## src/include/bcx_regs.svh

```systemverilog
`ifndef BCX_REGS_SVH
`define BCX_REGS_SVH
// 12-bit instruction encodings (baseline word layout), status bit positions and reset values
`define BCX_OP6_INC_FILE  6'b001010
`define BCX_OP6_DEC_SKIP  6'b001011
`define BCX_OP6_INC_SKIP  6'b001111
`define BCX_OP6_OR_FILE   6'b000100
`define BCX_OP7_STORE   7'b0000001
`define BCX_OP3_JUMP    3'b101
`define BCX_OP4_ORLIT   4'b1101
`define BCX_STAT_PA_HI  6
`define BCX_STAT_PA_LO  5
`define BCX_STAT_Z      2
`define BCX_ACC_RST     8'h00
`define BCX_PC_RST      11'h7ff
`endif

```

## src/include/bcx_pkg.sv

```systemverilog
package bcx_pkg;
  typedef enum logic [1:0] {
    BCX_RUN   = 2'b00,
    BCX_FLUSH = 2'b01
  } bcx_state_t;

  typedef struct packed {
    logic       we;
    logic [4:0] addr;
    logic [7:0] data;
  } bcx_fwr_t;

  typedef struct packed {
    bcx_state_t state;
    logic [7:0] acc;
    logic       zero;
    logic       zeroWe;
    logic [10:0] pc;
    logic       pcLoad;
    logic       busy;
    bcx_fwr_t   fwr;
  } bcx_st_t;
endpackage

```

## src/hdl/bcx_exec.sv

```systemverilog
`timescale 1ns/1ps
`include "bcx_regs.svh"
// Operation
// - increment file: f+1 to acc (d=0) or f (d=1), zero flag updated
// - decrement-skip: f-1 to acc or f by d, flags untouched
// - decrement-skip zero result: discard fetched next word, run nop
// - increment-skip: f+1 to acc or f by d, flags untouched
// - increment-skip zero result: discard prefetched word, two cycles
// - jump: k to pc<8:0>, status<6:5> to pc<10:9>
// - jump unconditional, two cycles, flags untouched
// - or literal: acc | k into acc, zero flag updated
// - or with file: acc | f to acc or f by d, zero flag updated
// - store accumulator: acc into file f, no flag change
module bcx_exec (
  input  wire logic              clk,
  input  wire logic              rst_n,
  input  wire logic              insnValid,
  input  wire logic [11:0]       insn,
  input  wire logic [7:0]        fileRdData,
  input  wire logic [7:0]        status,
  output logic [4:0]             fileRdAddr,
  output bcx_pkg::bcx_fwr_t      fileWr,
  output logic [7:0]             acc,
  output logic                   zeroFlag,
  output logic                   zeroWe,
  output logic [10:0]            pcLoadValue,
  output logic                   pcLoad,
  output logic                   busy
);
  logic             rstMeta;
  logic             rstSync;
  bcx_pkg::bcx_st_t s_q;
  bcx_pkg::bcx_st_t s_d;

  always_ff @(posedge clk or negedge rst_n) begin
    if (!rst_n) begin
      rstMeta <= 1'b0;
      rstSync <= 1'b0;
    end else begin
      rstMeta <= 1'b1;
      rstSync <= rstMeta;
    end
  end

  function automatic logic isZero(input logic [7:0] v);
    return v == 8'h00;
  endfunction

  // file read address is combinational from the word so data is same cycle
  assign fileRdAddr = insn[4:0];

  logic [7:0] incRes;
  logic [7:0] decRes;
  logic [7:0] orFile;
  logic       dBit;
  logic [7:0] skipRes;
  assign incRes  = fileRdData + 8'h01;
  assign decRes  = fileRdData - 8'h01;
  assign orFile  = s_q.acc | fileRdData;
  assign dBit    = insn[5];
  assign skipRes = (insn[8]) ? incRes : decRes;

  always_comb begin
    s_d          = s_q;
    s_d.fwr.we   = 1'b0;
    s_d.fwr.addr = insn[4:0];
    s_d.zeroWe   = 1'b0;
    s_d.pcLoad   = 1'b0;
    s_d.busy     = 1'b0;
    s_d.state    = bcx_pkg::BCX_RUN;
    unique case (s_q.state)
      bcx_pkg::BCX_FLUSH: begin
        // prefetched word is dropped; this cycle acts as a nop
      end
      bcx_pkg::BCX_RUN: begin
        if (insnValid) begin
          if (insn[11:6] == `BCX_OP6_INC_FILE) begin
            s_d.fwr.we   = dBit;
            s_d.fwr.data = incRes;
            if (!dBit) s_d.acc = incRes;
            s_d.zero     = isZero(incRes);
            s_d.zeroWe   = 1'b1;
          end else if (insn[11:6] == `BCX_OP6_DEC_SKIP ||
                       insn[11:6] == `BCX_OP6_INC_SKIP) begin
            s_d.fwr.we   = dBit;
            s_d.fwr.data = skipRes;
            if (!dBit) s_d.acc = skipRes;
            if (isZero(skipRes)) begin
              s_d.state = bcx_pkg::BCX_FLUSH;
              s_d.busy  = 1'b1;
            end
          end else if (insn[11:6] == `BCX_OP6_OR_FILE) begin
            s_d.fwr.we   = dBit;
            s_d.fwr.data = orFile;
            if (!dBit) s_d.acc = orFile;
            s_d.zero     = isZero(orFile);
            s_d.zeroWe   = 1'b1;
          end else if (insn[11:5] == `BCX_OP7_STORE) begin
            s_d.fwr.we   = 1'b1;
            s_d.fwr.data = s_q.acc;
          end else if (insn[11:9] == `BCX_OP3_JUMP) begin
            s_d.pc = {status[`BCX_STAT_PA_HI:`BCX_STAT_PA_LO],
                      insn[8:0]};
            s_d.pcLoad = 1'b1;
            s_d.busy   = 1'b1;
            s_d.state  = bcx_pkg::BCX_FLUSH;
          end else if (insn[11:8] == `BCX_OP4_ORLIT) begin
            s_d.acc    = s_q.acc | insn[7:0];
            s_d.zero   = isZero(s_q.acc | insn[7:0]);
            s_d.zeroWe = 1'b1;
          end
        end
      end
    endcase
  end

  always_ff @(posedge clk or negedge rstSync) begin
    if (!rstSync) begin
      s_q <= '{state: bcx_pkg::BCX_RUN, acc: `BCX_ACC_RST, zero: 1'b0,
               zeroWe: 1'b0, pc: `BCX_PC_RST, pcLoad: 1'b0, busy: 1'b0,
               fwr: '{we: 1'b0, addr: 5'h00, data: 8'h00}};
    end else begin
      s_q <= s_d;
    end
  end

  assign fileWr      = s_q.fwr;
  assign acc         = s_q.acc;
  assign zeroFlag    = s_q.zero;
  assign zeroWe      = s_q.zeroWe;
  assign pcLoadValue = s_q.pc;
  assign pcLoad      = s_q.pcLoad;
  assign busy        = s_q.busy;
endmodule

```

## config.mk

```make
export PLATFORM = sky130hd
export DESIGN_NAME = bcx_exec
export DESIGN_NICKNAME = d
export VERILOG_FILES = /design/src/include/bcx_pkg.sv /design/src/hdl/bcx_exec.sv
export VERILOG_INCLUDE_DIRS = /design/src /design/src/include
export SDC_FILE = /design/constraint.sdc
export NUM_CORES = 1
export LEC_CHECK = 0
export BUFFER_PORTS_ARGS = -buffer_cell sky130_fd_sc_hd__buf_2
export CORE_MARGIN = 1.5
export CORE_UTILIZATION = 55
export CTS_BUF_LIST = sky130_fd_sc_hd__clkbuf_4 sky130_fd_sc_hd__clkbuf_8
export DETAILED_ROUTE_END_ITERATION = 12
export PLACE_DENSITY_LB_ADDON = 0.1
export SYNTH_ARGS = -nofsm -noshare
export SYNTH_HDL_FRONTEND = slang
export SYNTH_SLANG_ARGS = --single-unit
```

## constraint.sdc

```tcl
create_clock -name clk -period 3 [get_ports clk]
set_input_delay 0.3 -clock clk [delete_from_list [all_inputs] [get_ports clk]]
set_output_delay 0.3 -clock clk [all_outputs]
set_load 0.005 [all_outputs]
```

======== Word-level counts from Yosys, hierarchy flattened ========
Cells that the tools add are included.
word-level totals
  flip-flop bits (word level) ............. 41
  latch bits .............................. 0
  bits in writable memories ............... 0
  ROM bits ................................ 0
  input bits .............................. 31
  output and inout port bits .............. 42
  logic and storage cells ................. 77
  memories ................................ 0
cells by class
  add/subtract/negate cells ............... 2
  $mul .................................... 0
  div/mod/pow operators ................... 0
  $lt $le $gt $ge ......................... 0
  equality and inequality tests ........... 15
  shift operators ......................... 0
  mux-type cells .......................... 29
  bitwise gates (word level) .............. 6
  reduce and logical (&&, ||, !) cells .... 13
operators by type and width
  cell                 number
  $mux 8               8
  $mux 26              2
  $mux 10              4
  $mux 13              3
  $logic_not 8->1      4
  $mux 24              1
  $eq 6x4->1 const B   3
  $or 8x8->8           2
  $mux 14              1
  $mux 9               1
  $add 8x1->8 const B  1
  $ne 2x2->1 const B   4
  $ne 4x4->1 const B   2
  $reduce_and 8->1     1
  $reduce_bool 4->1    2
  $sub 8x1->8 const B  1
  $eq 7x1->1 const B   1
  $mux 1               7
  $reduce_and 7->1     1
  $eq 6x3->1 const B   1
  $ne 3x3->1 const B   2
  $reduce_and 6->1     1
  $eq 4x4->1 const B   1
  $mux 2               2
  6 further kinds      9

======== Longest topological paths before layout ========
  word-level depth ........................ 10
  depth in mapped cells ................... 9
  mapped depth without buffers ............ 8

======== Worst setup path before layout ========
No wires, ideal clock.
  kind .................................... in2reg
  from .................................... input port insn[6]
  to ...................................... register s_q, in the netlist acc[3]
  library setup time ...................... 0.121 ns
  data arrival time ....................... 1.969 ns
  data required time ...................... 2.879 ns
  path slack .............................. 0.910 ns
  stages on the path ...................... 7
  path buffers ............................ 1
  path through ............................ buf_6 or4_4 or3_4 a21oi_2 o21a_4 nand3_1 a22o_1
on the way
  cells in the longest elaborated chain, start to end .. 4
  elaborated cells on any way between the ends .. 16
  those cells by class .................... eq/ne (10); mux (3); reduce/logical (3)
ends and longest elaborated chain
  element                                                       RTL line         text
  start, declared                                               bcx_exec.sv:18   input wire logic [11:0] insn,
  $eq 6x4->1 (no source line) or $eq 6x3->1 (tied branches)     --
  $logic_or 1x1->1 (no source line) or $mux 10 (tied branches)  --
  $ne 4x4->1 (no source line) (tied with other cells)           --
  $reduce_and 8->1 (no source line) or $mux 10 (tied branches)  --
  end signal, assigned                                          bcx_exec.sv:119  s_q <= '{state: bcx_pkg::BCX_RUN, acc: `BCX_ACC_RST, zero: 1'b0,
  end, declared                                                 bcx_exec.sv:32   bcx_pkg::bcx_st_t s_q;
Parallel ways exist; a longest one is shown, timed or not.
A chain may end at the register's enable or synchronous reset.

======== Final worst setup path ========
  from .................................... input port insn[8]
  to ...................................... register s_q, in the netlist acc[5]
on the way
  cells in the longest elaborated chain, start to end .. 4
  elaborated cells on any way between the ends .. 19
  those cells by class .................... eq/ne (11); mux (5); reduce/logical (3)
ends and longest elaborated chain
  element
  $eq 6x4->1 (no source line) (tied with other cells)
  $logic_or 1x1->1 (no source line) (tied with other cells)
  $ne 4x4->1 (no source line) (tied with other cells)
  $reduce_and 8->1 (no source line) or $mux 10 (tied branches)
Parallel ways exist; a longest one is shown, timed or not. The select of a mux whose other input is x is not followed.

==> results.md <==
- HPWL Detailed: between 4000 and 5000 um
- Nets: ~350
- Synth warn: 0
- Critical path depth: 7
- Drt first pass iters: 6
- Register area share after synthesis: 41.6%
- Placement Setup Slack: around 0.65 ns
- Reg clk slew, reported paths: roughly 0.080 ns
- Post-synth ARST share: 100%
- Number of global-route vias before repair: roughly 1,900
- Vias/cell: roughly 6.0
- Setup Fix Bufs, Post-CTS: 0
- Max clock buf depth: 2
- Wire per inst: 17.0 um
- Critical-path top delay cell: or4_1
- Worst setup path class: in2reg
- Detailed-route via count: roughly 2,200
- Die Span Y: ~69 um
- Number of max-cap violations: 0
- Critical Path Source: insn[8]
- Delay-heaviest family, CP: compound AO/OA/AOI/OAI gates
- Post-Syn Area: roughly 2400 um2
- Leading area contributor after synthesis: dfrtp_1
- Initial Util: between 50 and 60%
- Syn-to-layout area delta: 18.1%
- Total track usage: ~28%
- Critical Path Max Stage Delay: about 0.60 ns
- Root buffer cell: clkbuf_8
- Hold Path Depth: 1
- Largest net degree at the start of global routing: 38
- GPL Wtd Cong: ~0.89
- Final setup viols: 0
- Setup TNS: 0 ns
- Setup ws final: between 0.9 and 1 ns
- Die width: slightly below 70 um
- Worst-path fanout max: 14
- Fin crit share: 69.6%
- Die ar.: between 4000 and 5000 um2
- Site row count: 23
- Buf/Inv on CP: 1
- Final Hold Viols: 0
- Synthesized net count: 288
- Critical Path End Type: register
- # clock sinks: 39
- Ys flop type: dfrtp_1
- Final core utilization: 68.7%
- Worst Path Arrival: roughly 2.3 ns
- Synth top area share: between 20% and 30%
- CTS HTree Levels: 2
- Clk Latency, worst-skew pair: around 0.30 ns
- Synth Register Bits: 39
- Count of antenna-violating nets left after detailed routing: 0
- Leak: approximately 1.3 nW
- IO buf count: 66
- Placed cells: ~360
- Status: finished, final reports clean
- Peak VDD IR: between 400 and 500 uV
- Worst r2r src: s_q[37]
- Gate Count Post-Synth: between 200 and 300
- Worst Clk Skew: approximately 0.014 ns
- Non-Filler Instances: 364
- Antenna diode instance count: 0
- Most frequent cells in the layout: buf_2 (66), dfrtp_1 (28), nand2_1 (25)
- Highest Clock Rate: between 400 and 500 MHz
- Worst Tran Pin Value: about 0.55 ns
- Startpoint Class: primary input
- RSZ-0062 raised after global routing: no
- DR iter-0 viols: just under 300
- Synth top area cells: dfrtp_1 (29%), dfstp_2 (12%), mux2_2 (5.2%), nand2_1 (3.9%), o21ai_0 (3.8%)
- CTS tree: done
- Mapped Avg Cell Area: around 9.3 um2
- Synth cell types: 60
- Most common cell after layout, fill and taps aside: buf_2
- Placeable Area: 4090 um2
- First-pass GRT wire length: about 9500 um
- Cell area power density: approximately 540 nW/um2
- Slew Viols, Final: 0
- Slew headroom: 63.1%
- Antenna violations before repair: 0
- Hold crit path type: in2reg
- Io pins: 73
- Worst min-delay path startpoint: insn[1]
- Number of synthesized flops with an enable pin: 0
- DRC errors left: 0
- Post-Route WL: ~6200 um
- Post-route minimum period: ~2.1 ns
- FF-to-FF path depth: 4
- CP required: approximately 3.2 ns
- GR Overflow Total: 0
- CTS Buf Count: 5
- Cells along the critical path: buf_2 > or4_1 > o32ai_1 > o21ai_0 > a22o_1 > a221oi_1 > o2bb2ai_1
- Layout cells sized above 1: approximately 37%
[synthesized netlist by cell type (6+ instances only)]
cell      instances
a21oi_1          11
clkbuf_1          9
dfrtp_1          28
dfstp_2          11
inv_1             9
mux2_2           11
nand2_1          25
nand3_1           9
nor2_1           18
nor3_1            7
o21ai_0          18
xnor2_1           6
xor2_1            6
[flip-flops by register name, summed over array words and instances (netlist names)]
register and count:
fileWr 14, pcLoadValue 11, acc 8, pcLoad 1
rstMeta 1, rstSync 1, s_q 1, zeroFlag 1
zeroWe 1
[per-stage QoR]
stage | cell area, um2 | hold slack (ns) | power (mW)
floorplan | 2380 | 0.00441 | 0.909
global placement | 2690 | 0.0852 | 1.06
detailed placement | 2690 | 0.0861 | 1.07
CTS | 2810 | 0.159 | 1.52
global route | 2810 | 0.161 | 1.60
finish | 2810 | 0.165 | 1.51
[where the power goes]
part           switching (mW)  internal [mW]  total (mW)  leakage [nW]
clock                   0.197          0.248       0.445        0.0581
combinational           0.178          0.177       0.355         0.819
sequential             0.0672          0.644       0.712         0.469
[worst paths after layout]
kind	to	slack, ns
worst max-delay path	acc[5]	0.91
worst min-delay path	fileWr[9]	0.16
worst max register to register	pcLoadValue[9]	1.25
worst min register to register	fileWr[3]	0.29
max in group asynchronous	pcLoadValue[8]	2.35
min in group asynchronous	fileWr[3]	0.29
[logic make-up after synthesis]
logic type | count (synthesis) | share of synthesized area [%]
compound gates | 71 | 21.1
xor+xnor | 12 | 4.42
fa+ha+maj | 2 | 1.05
buf+inv | 29 | 6.47
flops | 39 | 41.6
mux | 14 | 6.47
other cells | 1 | 0.158
simple gates | 87 | 18.7
[metal layers]
| metal | vias to the layer above | wire, um | GRT usage [%] |
|---|---|---|---|
| met5 | - | 0 | 0 |
| li1 | 1036 | - | - |
| met3 | 16 | 580 | 6.82 |
| met2 | 126 | 2810 | 42.9 |
| met1 | 1019 | 2700 | 38.7 |
| met4 | 0 | 112 | 6.37 |
[worst register-to-register path, delay by kind of cell (launching register included)]
| family | cells | cell delay (ns) |
|---|---|---|
| mux | 1 | 0.36 |
| simple gates | 2 | 0.65 |
| buf+inv | 1 | 0.27 |
| flops | 1 | 0.40 |
[final cells by class]
class	instances	area [um2]
multi-input cells	187	1240
fillers	324	1280
inverters	9	33.8
well taps	50	62.6
flip-flops and latches	39	990
clock buffers	5	68.8
repair buffers	71	370
clock inverters	3	43.8
[timing repair]
item / CTS / global route
setup endpoints to repair: 0 / 0
endpoints found under the hold margin: 2 / 0
gates resized for setup: 0 / 0
hold buffers: 1 / 0
Power figures use the tool's default switching activity.
